$ cat config.mk
export PLATFORM = sky130hd
export DESIGN_NAME = cmd_decoder
export DESIGN_NICKNAME = d
export VERILOG_FILES = /design/src/cmd_decode_pkg.sv /design/src/cmd_decoder.sv /design/src/sync_2ff.sv
export SDC_FILE = /design/constraint.sdc
export NUM_CORES = 1
export LEC_CHECK = 0
export BUFFER_PORTS_ARGS = -buffer_cell sky130_fd_sc_hd__buf_2
export CORE_ASPECT_RATIO = 1.1
export CORE_UTILIZATION = 48
export CTS_BUF_LIST = sky130_fd_sc_hd__clkbuf_8
export DETAILED_ROUTE_END_ITERATION = 10
export GPL_ROUTABILITY_DRIVEN = 0
export GPL_TIMING_DRIVEN = 0
export PLACE_DENSITY = 0.74
export RECOVER_POWER = 100
export SETUP_SLACK_MARGIN = 0.15
export SYNTH_ARGS = -nofsm -noshare
export SYNTH_HDL_FRONTEND = slang
export SYNTH_SLANG_ARGS = --single-unit
$ cat constraint.sdc
create_clock -name clk -period 1.3 [get_ports clk]
set_input_delay 0 -clock clk [delete_from_list [all_inputs] [get_ports clk]]
set_output_delay 0 -clock clk [all_outputs]
set_load 0.03 [all_outputs]
$ cat src/cmd_decode_pkg.sv
// package for the bus interface message decoder
// shared codes, field positions, reset values and carrier structs
package cmd_decode_pkg;

  // universal command codes, seven significant bits
  localparam logic [6:0] UCMD_LOCKOUT = 7'h11;
  localparam logic [6:0] UCMD_DEV_CLEAR = 7'h14;
  localparam logic [6:0] UCMD_PP_UNCONFIG = 7'h15;
  localparam logic [6:0] UCMD_SPOLL_ON = 7'h18;
  localparam logic [6:0] UCMD_SPOLL_OFF = 7'h19;

  // addressed command codes
  localparam logic [6:0] ACMD_GO_LOCAL = 7'h01;
  localparam logic [6:0] ACMD_SEL_CLEAR = 7'h04;
  localparam logic [6:0] ACMD_PP_CONFIG = 7'h05;
  localparam logic [6:0] ACMD_TRIGGER = 7'h08;

  // command group field: bits 6..4 of the byte
  localparam int GROUP_MSB = 6;
  localparam int GROUP_LSB = 4;
  localparam logic [2:0] GROUP_ADDRESSED = 3'h0;
  localparam logic [2:0] GROUP_UNIVERSAL = 3'h1;

  // secondary byte following a configure: 11x_xxxx, bit 4 picks enable or disable
  localparam int SEC_MSB = 6;
  localparam int SEC_LSB = 5;
  localparam logic [1:0] SEC_GROUP = 2'h3;
  localparam int SEC_DISABLE_BIT = 4;
  localparam int SEC_SENSE_BIT = 3;
  localparam int SEC_LINE_MSB = 2;
  localparam int SEC_LINE_LSB = 0;

  // reset values
  localparam logic [2:0] PP_LINE_RST = 3'h0;
  localparam logic PP_SENSE_RST = 1'b0;
  localparam logic [7:0] MSG_DATA_RST = 8'h00;

  // byte delivered by the acceptor handshake
  typedef struct packed {
    logic valid;
    logic [7:0] data;
  } bus_byte_t;

  // parallel poll response setting
  typedef struct packed {
    logic configured;
    logic sense;
    logic [2:0] line;
  } pp_cfg_t;

  // device message towards the command parser
  typedef struct packed {
    logic valid;
    logic [7:0] data;
  } dev_msg_t;

endpackage : cmd_decode_pkg

$ cat src/cmd_decoder.sv
// bus interface message decoder: splits command bytes from device messages
// assumes bytes arrive from an acceptor handshake on clk, one strobe per byte,
// and that listener addressing is tracked elsewhere on the same clock
//
// Contract
// - codes 10h-1Fh act regardless of addressing
// - codes 00h-0Fh act only when listener addressed
// - device clear aborts parser, keeps settings
// - interface clear resets interface state machines
// - lockout disables local return key
// - serial poll enable enters, disable leaves
// - unconfigure leaves parallel poll configured state
// - trigger command pulses device trigger
// - go to local returns to manual control
// - configure accepts following enable/disable byte
// - attention released bytes go to parser
// - decode commands only while attention low
`timescale 1ns/1ns
`default_nettype none

module cmd_decoder (
  // clock and reset
  input wire logic clk,
  input wire logic resetn,
  // bus pins and local return key, active low, asynchronous to clk
  input wire logic atn_n,
  input wire logic ifc_n,
  input wire logic local_return_key_n,
  // from acceptor handshake and address recognition
  input wire cmd_decode_pkg::bus_byte_t rx_byte,
  input wire logic listen_addressed,
  // towards command parser
  output cmd_decode_pkg::dev_msg_t dev_msg,
  output logic parser_clear,
  // instrument control effects
  output logic device_trigger,
  output logic go_local,
  output logic local_request,
  output logic lockout,
  output logic iface_clear,
  // poll state
  output logic serial_poll,
  output cmd_decode_pkg::pp_cfg_t pp_cfg
);

  typedef enum logic {
    ST_IDLE,
    ST_PP_SECONDARY
  } pp_state_t;

  logic atn_n_s;
  logic ifc_n_s;
  logic key_n_s;
  logic key_n_prev_q;
  logic [6:0] code;
  logic [2:0] group;
  logic cmd_stb;
  logic is_uni;
  logic is_addr;
  pp_state_t pp_state_q;
  pp_state_t pp_state_d;

  // field positions, declared before any slice that uses them
  localparam int GROUP_MSB_L = cmd_decode_pkg::GROUP_MSB;
  localparam int GROUP_LSB_L = cmd_decode_pkg::GROUP_LSB;
  localparam int SEC_MSB_L = cmd_decode_pkg::SEC_MSB;
  localparam int SEC_LSB_L = cmd_decode_pkg::SEC_LSB;
  localparam int SEC_LINE_MSB_L = cmd_decode_pkg::SEC_LINE_MSB;
  localparam int SEC_LINE_LSB_L = cmd_decode_pkg::SEC_LINE_LSB;

  // pins pass two flops before any decode looks at them
  sync_2ff #(
    .WIDTH(3),
    .RST_VAL(3'h7)
  ) i_sync_2ff (
    .clk(clk),
    .resetn(resetn),
    .async_in({atn_n, ifc_n, local_return_key_n}),
    .sync_out({atn_n_s, ifc_n_s, key_n_s})
  );

  // true when a command byte matches an addressed or universal code
  function automatic logic hit(input logic [6:0] c, input logic [6:0] ref_code);
    hit = (c == ref_code);
  endfunction : hit

  assign code = rx_byte.data[6:0];
  assign group = rx_byte.data[GROUP_MSB_L:GROUP_LSB_L];

  assign cmd_stb = rx_byte.valid && !atn_n_s && ifc_n_s;
  assign is_uni = cmd_stb && (group == cmd_decode_pkg::GROUP_UNIVERSAL);
  assign is_addr = cmd_stb && (group == cmd_decode_pkg::GROUP_ADDRESSED) && listen_addressed;

  // interface clear is a level seen after synchronisation
  // interface clear level
  always_ff @(posedge clk) begin
    if (!resetn) begin
      iface_clear <= 1'b0;
    end else begin
      iface_clear <= !ifc_n_s;
    end
  end

  always_ff @(posedge clk) begin
    if (!resetn) begin
      dev_msg.valid <= 1'b0;
      dev_msg.data <= cmd_decode_pkg::MSG_DATA_RST;
    end else begin
      dev_msg.valid <= rx_byte.valid && atn_n_s;
      if (rx_byte.valid && atn_n_s) begin
        dev_msg.data <= rx_byte.data;
      end
    end
  end

  // clear from universal or selected clear
  always_ff @(posedge clk) begin
    if (!resetn) begin
      parser_clear <= 1'b0;
    end else begin
      parser_clear <= (is_uni && hit(code, cmd_decode_pkg::UCMD_DEV_CLEAR)) ||
                      (is_addr && hit(code, cmd_decode_pkg::ACMD_SEL_CLEAR));
    end
  end

  // trigger pulse, same as external trigger
  always_ff @(posedge clk) begin
    if (!resetn) begin
      device_trigger <= 1'b0;
    end else begin
      device_trigger <= is_addr && hit(code, cmd_decode_pkg::ACMD_TRIGGER);
    end
  end

  always_ff @(posedge clk) begin
    if (!resetn) begin
      go_local <= 1'b0;
    end else begin
      go_local <= is_addr && hit(code, cmd_decode_pkg::ACMD_GO_LOCAL);
    end
  end

  // lockout is sticky; only reset removes it, since releasing it belongs
  // to remote enable handling outside this block
  // lockout latch
  always_ff @(posedge clk) begin
    if (!resetn) begin
      lockout <= 1'b0;
    end else if (is_uni && hit(code, cmd_decode_pkg::UCMD_LOCKOUT)) begin
      lockout <= 1'b1;
    end
  end

  // key press edge, suppressed while locked out
  always_ff @(posedge clk) begin
    if (!resetn) begin
      key_n_prev_q <= 1'b1;
    end else begin
      key_n_prev_q <= key_n_s;
    end
  end

  always_ff @(posedge clk) begin
    if (!resetn) begin
      local_request <= 1'b0;
    end else begin
      local_request <= key_n_prev_q && !key_n_s && !lockout;
    end
  end

  always_ff @(posedge clk) begin
    if (!resetn) begin
      serial_poll <= 1'b0;
    end else if (!ifc_n_s) begin
      serial_poll <= 1'b0; // interface clear returns to idle
    end else if (is_uni && hit(code, cmd_decode_pkg::UCMD_SPOLL_ON)) begin
      serial_poll <= 1'b1;
    end else if (is_uni && hit(code, cmd_decode_pkg::UCMD_SPOLL_OFF)) begin
      serial_poll <= 1'b0;
    end
  end

  // configure waits for the next command byte; any other command byte drops the wait,
  // so a stray secondary later on cannot reconfigure the response
  // secondary byte sequencing
  always_comb begin
    pp_state_d = pp_state_q;
    case (pp_state_q)
      ST_IDLE: begin
        if (is_addr && hit(code, cmd_decode_pkg::ACMD_PP_CONFIG)) begin
          pp_state_d = ST_PP_SECONDARY;
        end
      end
      ST_PP_SECONDARY: begin
        if (cmd_stb) begin
          pp_state_d = ST_IDLE;
        end
      end
      default: pp_state_d = ST_IDLE;
    endcase
  end

  always_ff @(posedge clk) begin
    if (!resetn || !ifc_n_s) begin
      pp_state_q <= ST_IDLE;
    end else begin
      pp_state_q <= pp_state_d;
    end
  end

  // response setting: enable byte stores sense and line, disable byte drops it
  // apply enable or disable
  always_ff @(posedge clk) begin
    if (!resetn) begin
      pp_cfg.configured <= 1'b0;
      pp_cfg.sense <= cmd_decode_pkg::PP_SENSE_RST;
      pp_cfg.line <= cmd_decode_pkg::PP_LINE_RST;
    end else if (is_uni && hit(code, cmd_decode_pkg::UCMD_PP_UNCONFIG)) begin
      pp_cfg.configured <= 1'b0;
    end else if (pp_state_q == ST_PP_SECONDARY && cmd_stb &&
                 rx_byte.data[SEC_MSB_L:SEC_LSB_L] == cmd_decode_pkg::SEC_GROUP) begin
      if (rx_byte.data[cmd_decode_pkg::SEC_DISABLE_BIT]) begin
        pp_cfg.configured <= 1'b0;
      end else begin
        pp_cfg.configured <= 1'b1;
        pp_cfg.sense <= rx_byte.data[cmd_decode_pkg::SEC_SENSE_BIT];
        pp_cfg.line <= rx_byte.data[SEC_LINE_MSB_L:SEC_LINE_LSB_L];
      end
    end
  end

endmodule : cmd_decoder

`default_nettype wire

$ cat src/sync_2ff.sv
// two flip-flop synchroniser for pin levels
// assumes the inputs are slow levels; no data word goes through here
`timescale 1ns/1ns
`default_nettype none

module sync_2ff #(
  parameter int WIDTH = 1,
  parameter logic [WIDTH-1:0] RST_VAL = '0
) (
  // clock and reset
  input wire logic clk,
  input wire logic resetn,
  // level in and out
  input wire logic [WIDTH-1:0] async_in,
  output logic [WIDTH-1:0] sync_out
);

  logic [WIDTH-1:0] meta_q;

  // first stage is read only by the second stage
  always_ff @(posedge clk) begin
    if (!resetn) begin
      meta_q <= RST_VAL;
      sync_out <= RST_VAL;
    end else begin
      meta_q <= async_in;
      sync_out <= meta_q;
    end
  end

endmodule : sync_2ff

`default_nettype wire

* Word level (Yosys, flattened, before mapping) *
Cells that the tools add are included.

storage, ports and cells
  register bits after elaboration = 29
  input bits = 15
  word-level logic and storage cells = 68

operators by class
  reduce and logical (&&, ||, !) cells = 31
  muxes and demuxes = 6
  equal/unequal tests = 11
  bitwise gates (word level) = 4

operator list
  cell                                                                   number
  7-bit by 5-bit equality test with 1-bit output, second input constant  5
  1-bit logical AND                                                      19
  7-bit by 3-bit equality test with 1-bit output, second input constant  2
  7-bit by 1-bit equality test with 1-bit output, second input constant  1
  7-bit by 4-bit equality test with 1-bit output, second input constant  1
  1-bit zero test                                                        5
  1-bit two-way mux                                                      5
  1-bit NOT                                                              4
  3-bit by 1-bit equality test with 1-bit output, second input constant  1
  3-bit zero test                                                        1
  3-bit AND reduction                                                    1
  2-bit equality test, second input constant                             1
  1-bit logical OR                                                       2
  1-bit one-hot mux with 2 select lines                                  1
  2-bit AND reduction                                                    1
  2-bit nonzero test                                                     1
  2-bit OR reduction                                                     1

* Depth between registers and ports, before layout *
Gate-level depths: netlist (run 1).

  depth after elaboration = 8
  mapped depth = 4
  depth with buffers taken out = 3

* By module *
A second synthesis (run 1) with hierarchy kept.

unflattened totals
  cells, all modules = 113
  area total of the unflattened synthesis = 1073.5 µm²

modules (own cells, without submodules)
  module       seq. area each (µm²)  times used  cells an instance  area an instance (µm²)
  cmd_decoder  460.4                 1           101                915.9
  sync_2ff     120.1                 1           12                 157.7

* Least setup slack after synthesis (run 1) *
OpenSTA, ideal clock, no wires.

  path kind = reg2reg
  from = register i_sync_2ff.sync_out[1]
  to = register pp_cfg[4] (netlist name)
  data required time = 1.183 ns
  clock period less this slack = 1.091 ns
  path buffers = 0
  arrival time = 0.974 ns
  cell stages (with the launch flop) = 4
  setup slack = 0.209 ns
  setup time = 0.117 ns
  cell sequence = dfxtp_1 -> nor4b_4 -> nand4_1 -> and4b_1

between the ends
  cells in the longest elaborated chain, start to end = 4

ends and longest elaborated chain
  what                                 line                source
  start: declaration                   sync_2ff.sv:15      output logic [WIDTH-1:0] sync_out
  start signal: assignment             sync_2ff.sv:27      sync_out <= meta_q;
  1-bit logical AND *                  cmd_decoder.sv:90   assign cmd_stb = rx_byte.valid && !atn_n_s && ifc_n_s;
  1-bit logical AND                    cmd_decoder.sv:91   assign is_uni = cmd_stb && (group == cmd_decode_pkg::GROUP_UNIVERSAL);
  1-bit logical AND                    cmd_decoder.sv:218  end else if (is_uni && hit(code, cmd_decode_pkg::UCMD_PP_UNCONFIG)) begin
  2-bit OR reduction (no source line)  --
  end: declaration                     cmd_decoder.sv:43   output cmd_decode_pkg::pp_cfg_t pp_cfg

Mark *: on every way between the ends. The rest lies on a longest branch, timed or not.
A chain may end at the register's enable or synchronous reset.

* Worst setup path after layout (run 1) *
  from = register i_sync_2ff.sync_out[2]
  to = register pp_cfg[0] (netlist name)

between the ends
  cells in the longest elaborated chain, start to end = 7

ends and longest elaborated chain
  what                                    line
  1-bit zero test *                       cmd_decoder.sv:90
  1-bit logical AND * (2 in series)       cmd_decoder.sv:90
  1-bit logical AND                       cmd_decoder.sv:91
  1-bit logical AND                       cmd_decoder.sv:218
  1-bit NOT (no source line)              --
  3-bit AND reduction (no source line) *  --

Marked as above.

==> results of run 1 <==
## cells in the mapped netlist (all sizes together)
cell     instances
a21oi            8
a31oi            1
a41oi            1
and4             1
and4b            1
and4bb           1
buf              3
clkbuf           2
dfxtp           29
inv              3
mux2i            5
nand2           18
nand2b           7
nand3           12
nand3b           2
nand4            2
nor2             4
nor2b            4
nor3             4
nor3b            1
nor4b            1
o2111ai          1
o21bai           1
## flip-flops by register name (all words and copies together), names as in the netlist
name                 cells
dev_msg                  9
pp_cfg                   5
i_sync_2ff.meta_q        3
i_sync_2ff.sync_out      3
device_trigger           1
go_local                 1
iface_clear              1
key_n_prev_q             1
local_request            1
lockout                  1
parser_clear             1
pp_state_q               1
serial_poll              1
## per-layer routing
layer  vias to the layer above  share of wire
li1                        491              -
met1                       461           0.40
met2                        34           0.52
met3                        10          0.049
met4                         0          0.027
met5                         -              0
## path summary, 6_finish.rpt
kind,from,endpoint,cells past startpoint
max reg2reg,i_sync_2ff.sync_out[2],pp_cfg[0],3
min reg2reg,i_sync_2ff.meta_q[2],i_sync_2ff.sync_out[2],1
max,i_sync_2ff.sync_out[2],pp_cfg[0],3
min,rx_byte[1],dev_msg[1],3
## cells by family after synthesis
group,Yosys count,synth area share
flops,29,0.543
mux,5,0.0468
simple gates,58,0.312
compound gates,12,0.0667
buf+inv,8,0.0316
## worst max-delay path, delay by kind of cell, from the launching register on
family           cells  cell delay, ns
flip-flops           1            0.32
multiplexers         1            0.25
AND/OR/NAND/NOR      2            0.54
## cell type report
class | count | area share
multi-input cells | 75 | 0.324
repair buffers | 47 | 0.170
plain buffers | 5 | 0.0143
flip-flops and latches | 29 | 0.392
clock buffers | 7 | 0.0647
clock inverters | 1 | 0.00336
well taps | 28 | 0.0235
inverters | 3 | 0.00756
## per-stage QoR
stage               hold WS [ns]  setup slack, ns  power [mW]  cells  area, um^2
finish                   0.00906            0.120        1.93    195        1490
floorplan                 0.0772            0.209        1.05    112        1070
CTS                      0.00512            0.144        1.93    191        1470
global placement           0.182           0.0701        1.11    175        1280
detailed placement         0.186           0.0486        1.12    175        1280
global route              0.0205           0.0475        2.01    195        1490
## repair_timing
item	in CTS	in global routing
pin swaps	1	5
setup buffers	2	4
endpoints found under the hold margin	7	0
hold buffers	6	0
endpoints found under the setup margin	9	11
gates resized for setup	4	9
## power by group
part           switching [mW]  internal, mW
sequential             0.0116         0.915
combinational           0.124        0.0725
clock                   0.327         0.477
total                   0.462          1.46
==> metrics.yaml, run 1 <==
setup_path:
  arrival_ns: 1.39
  max_stage_delay_ns: 0.32
  slowest_stage: "dfxtp_1"
  crit_path_max_fanout: 4
  reg2reg_slack_ns: 0.12
  path_class: "reg -> reg"
  cp.required_ns: 1.51
  cp-end-kind: "flip-flop"
  setup.worst_path.start_class: "flip-flop"
  path_cells: "nand3b_1, nor3_4, mux2i_1"
clock_tree:
  clk_latency_ns: 0.29
  clk_pin_slew_ns: 0.07
  cts-buffers-inserted: 5
  cts_root_buf: "clkbuf_8"
  clock-sinks: 29
  cts_max_level: 2
  cts_tree: "done"
  clockBufferDepth: 2
detailed_routing:
  dr.first_iter.drc_count: 10
  wl_mm: 2.55
  drt-wirelength-per-cell_um: 13.1
  vias: 996
  dr.pass1.iters: 4
  antenna_left: 0
  viasPerCell: 5.11
  drc: 0
final_layout:
  regArea_um2: 584
  multi_input_area_um2: 483
  postLayoutCoreUtil: 0.722
  area_growth_syn_to_layout_pct: 39.3
  mostFrequentLayoutCells: "dfxtp_1, clkbuf_1, nand2_1"
  fillCellCount: 178
  drive_gt1_frac: 0.234
  layout_commonest_cell: "dfxtp_1"
  final_nets: 181
  antennaDiodeCount: 0
pwr:
  ir_drop_uv: 1230
  p_per_area_nw_per_um2: 1290
  p_leak_nw: 0.609
timing:
  min_period_ns: 1.18
  setup_violations: 0
  hold_violations: 0
  rsz0062_at_grt: "yes"
  max_freq_mhz: 848
  maxSlewHeadroom: 0.694
  finalCritPeriodShare: 0.907
  timing.setup.tns_ns: 0
  fin_skew_ns: 0.00900
  final_max_slew_viol_count: 0
  worst_pin_slew_ns: 0.459
synth:
  ys_seq_area_frac: 0.543
  yosysTopAreaCellShare: 0.543
  ys_warn_count: 0
  netlist_instances: 112
  synth_nets: 127
  synth.area.top_cells: "dfxtp_1, nand2_1, nand3_1"
  synth_area_leader_cell: "dfxtp_1"
  netlist_area_um2: 1070
  synth_seq_cells: 29
  avgSynthCellArea_um2: 9.55
  synthDistinctLibCells: 24
grt:
  grt_pass1_vias: 949
  antenna_found_initial: 0
  grt_usage: 0.252
  met2_usage: 0.389
  grt_pass1_wl_mm: 4.06
  grt_util_met1: 0.272
  grt_remaining_overflow: 0
  grt-busiest-layer: "met2"
  use_met3: 0.108
  grt_max_degree: 11
floorplan:
  fp-row-count: 17
  start_util: 0.518
  fp.dieH_um: 51.5
  dieArea_um2: 2420
  die_w_um: 47.0
  core_area_um2: 2060
  io_pins: 36
placement:
  dp_hpwl_mm: 1.67
  port-buffer-count: 35
min_path:
  hold_path_class: "in -> reg"
flow_run:
  drv_cap: 0
run_status:
  status: "complete, no violations"
No activity file was read; power rests on OpenSTA's default activity.
==> inputs of run 2 (changes only) <==
- RECOVER_POWER: 100 -> not set
==> run 2 against run 1 <==
Die area is the same. Cell count unchanged. Non-clock buffer count stayed put. First-iteration DRC count is the same. Critical path type unchanged. Largest cell class unchanged. Highest routed layer unchanged.
==> metrics.yaml, run 2 (synthesis results as in run 1) <==
final_layout:
  instances_no_fill: 195  # unchanged
  drive_gt1_frac: 0.395  # was 0.234
  area_growth_syn_to_layout_pct: 43.5  # was 39.3%
  layout_commonest_cell: "buf_2"  # was dfxtp_1
  mostFrequentLayoutCells: "buf_2, dfxtp_1, nand2_1"  # was dfxtp_1, clkbuf_1, nand2_1
  postLayoutCoreUtil: 0.744  # was 0.722
  largest_reg_flops: 9  # unchanged
  antennaDiodeCount: 0  # unchanged
  final_nets: 181  # unchanged
  largestRegisters: "dev_msg x9, pp_cfg x5"  # unchanged
  top_register: "dev_msg"  # unchanged
placement:
  dp_hpwl_mm: 1.67  # unchanged
  dp_slack_ns: 0.0486  # unchanged
  port-buffer-count: 35  # unchanged
  dpl.cell_count: 175  # unchanged
timing:
  min_period_ns: 1.18  # about the same
  hold_violations: 0  # unchanged
  timing.setup.tns_ns: 0  # unchanged
  finalCritPeriodShare: 0.909  # was 0.907
  rsz0062_at_grt: "yes"  # unchanged
  maxSlewHeadroom: 0.711  # was 0.694
  fin_skew_ns: 0.00766  # was 0.00900 ns
  final_max_slew_viol_count: 0  # unchanged
  setup_violations: 0  # unchanged
  max_freq_mhz: 847  # was 848 MHz
  worst_pin_slew_ns: 0.434  # was 0.459 ns
  setup_ws_ns: 0.119  # was 0.120 ns
grt:
  antenna_found_initial: 0  # unchanged
  grt_max_degree: 11  # unchanged
  grt_usage: 0.252  # unchanged
  grt_remaining_overflow: 0  # unchanged
  grt_pass1_wl_mm: 4.06  # unchanged
  grt_pass1_vias: 949  # unchanged
setup_path:
  slowest_stage: "dfxtp_2"  # was dfxtp_1
  cp.required_ns: 1.46  # was 1.51 ns
  cp_top_family: "simple AND/OR/NAND/NOR gates"  # unchanged
  setup.worst_path.start_class: "flip-flop"  # unchanged
  crit_buf_inv: 1  # was 0
  crit_path_max_fanout: 10  # was 4
  max_stage_delay_ns: 0.33  # was 0.32 ns
  arrival_ns: 1.35  # was 1.39 ns
  path_class: "reg -> reg"  # unchanged
  cp-end-kind: "flip-flop"  # unchanged
  path_cells: "buf_2, nor2b_1, nand4_1, mux2i_1"  # was nand3b_1, nor3_4, mux2i_1
detailed_routing:
  antenna_left: 0  # unchanged
  dr.pass1.iters: 4  # unchanged
  drt-wirelength-per-cell_um: 13.1  # about the same
  drc: 0  # unchanged
  vias: 987  # was 996
  wl_mm: 2.55  # about the same
  dr.first_iter.drc_count: 10  # unchanged
  viasPerCell: 5.06  # was 5.11
floorplan:
  dieArea_um2: 2420  # unchanged
  fp-row-count: 17  # unchanged
  io_pins: 36  # unchanged
  fp.dieH_um: 51.5  # unchanged
  core_area_um2: 2060  # unchanged
  die_w_um: 47.0  # unchanged
  start_util: 0.518  # unchanged
pwr:
  p_per_area_nw_per_um2: 1260  # was 1290 nW/um^2
  p_leak_nw: 0.702  # was 0.609 nW
  ir_drop_uv: 1230  # about the same
  total_power_mw: 1.93  # about the same
run_status:
  status: "complete, no violations"  # unchanged
clock_tree:
  cts_max_level: 2  # unchanged
  cts_tree: "done"  # unchanged
  clk_pin_slew_ns: 0.06  # was 0.07 ns
  cts_root_buf: "clkbuf_8"  # unchanged
  clockBufferDepth: 2  # unchanged
  clock-sinks: 29  # unchanged
  cts-buffers-inserted: 5  # unchanged
  clk_latency_ns: 0.28  # was 0.29 ns
min_path:
  hold_path_class: "in -> reg"  # unchanged
flow_run:
  drv_cap: 0  # unchanged
run 2: cell count changes in the layout (fill, tap and decap cells not counted):
| cell | before | now |
|---|---|---|
| nand2_1 | 17 | 16 |
| clkbuf_1 | 25 | 2 |
| nor3_2 | 0 | 2 |
| dfxtp_2 | 0 | 1 |
| nand2_2 | 0 | 1 |
| nor3_1 | 3 | 1 |
| dfxtp_1 | 28 | 27 |
| buf_2 | 16 | 38 |
| buf_4 | 4 | 5 |
run 2: final cells by class:
class                           count  area [um^2]
Sequential cell                    29          586
Fill cell                         165          528
Multi-Input combinational cell     75          495
Timing Repair Buffer               47          284
Clock buffer                        7         96.3
Tap cell                           28         35.0
Buffer                              5         22.5
Inverter                            3         11.3
Clock inverter                      1         5.00
run 2: metrics by stage:
stage | hold slack, ns | cell area (um^2)
after floorplan | 0.0772 | 1070
after global placement | 0.182 | 1280
after detailed placement | 0.186 | 1280
after CTS | 0.00512 | 1470
after global routing | 0.0202 | 1540
final | 0.00936 | 1540
run 2: final timing paths:
kind / startpoint / endpoint / slack (ns) / depth (start not counted)
worst max-delay path: i_sync_2ff.sync_out[2] / serial_poll / 0.12 / 4
worst min-delay path: rx_byte[1] / dev_msg[1] / 0.009 / 3
worst max register to register: i_sync_2ff.sync_out[2] / serial_poll / 0.12 / 4
worst min register to register: i_sync_2ff.meta_q[2] / i_sync_2ff.sync_out[2] / 0.41 / 1
run 2: timing repair:
item                                   in CTS  in global routing
setup endpoints to repair                   9                 11
gates resized for setup                     4                  9
buffers inserted                            2                  4
endpoints found under the hold margin       7                  0
hold buffers                                6                  0
pin swaps                                   1                  5
run 2: power breakdown:
group	internal, mW	switching, mW
Sequential	0.915	0.0111
Clock	0.477	0.324
Combinational	0.0783	0.126
Total	1.47	0.460
run 2: layer usage:
layer,GRT usage,wire length (um)
met5,0,0
met2,0.389,1330
met4,0.171,68
met1,0.272,1050
met3,0.108,107
run 2: worst register-to-register path: cells and delay by family (launching register included):
kind / cells / cell delay, ns
buf+inv: 1 / 0.18
flops: 1 / 0.33
simple gates: 2 / 0.42
mux: 1 / 0.15
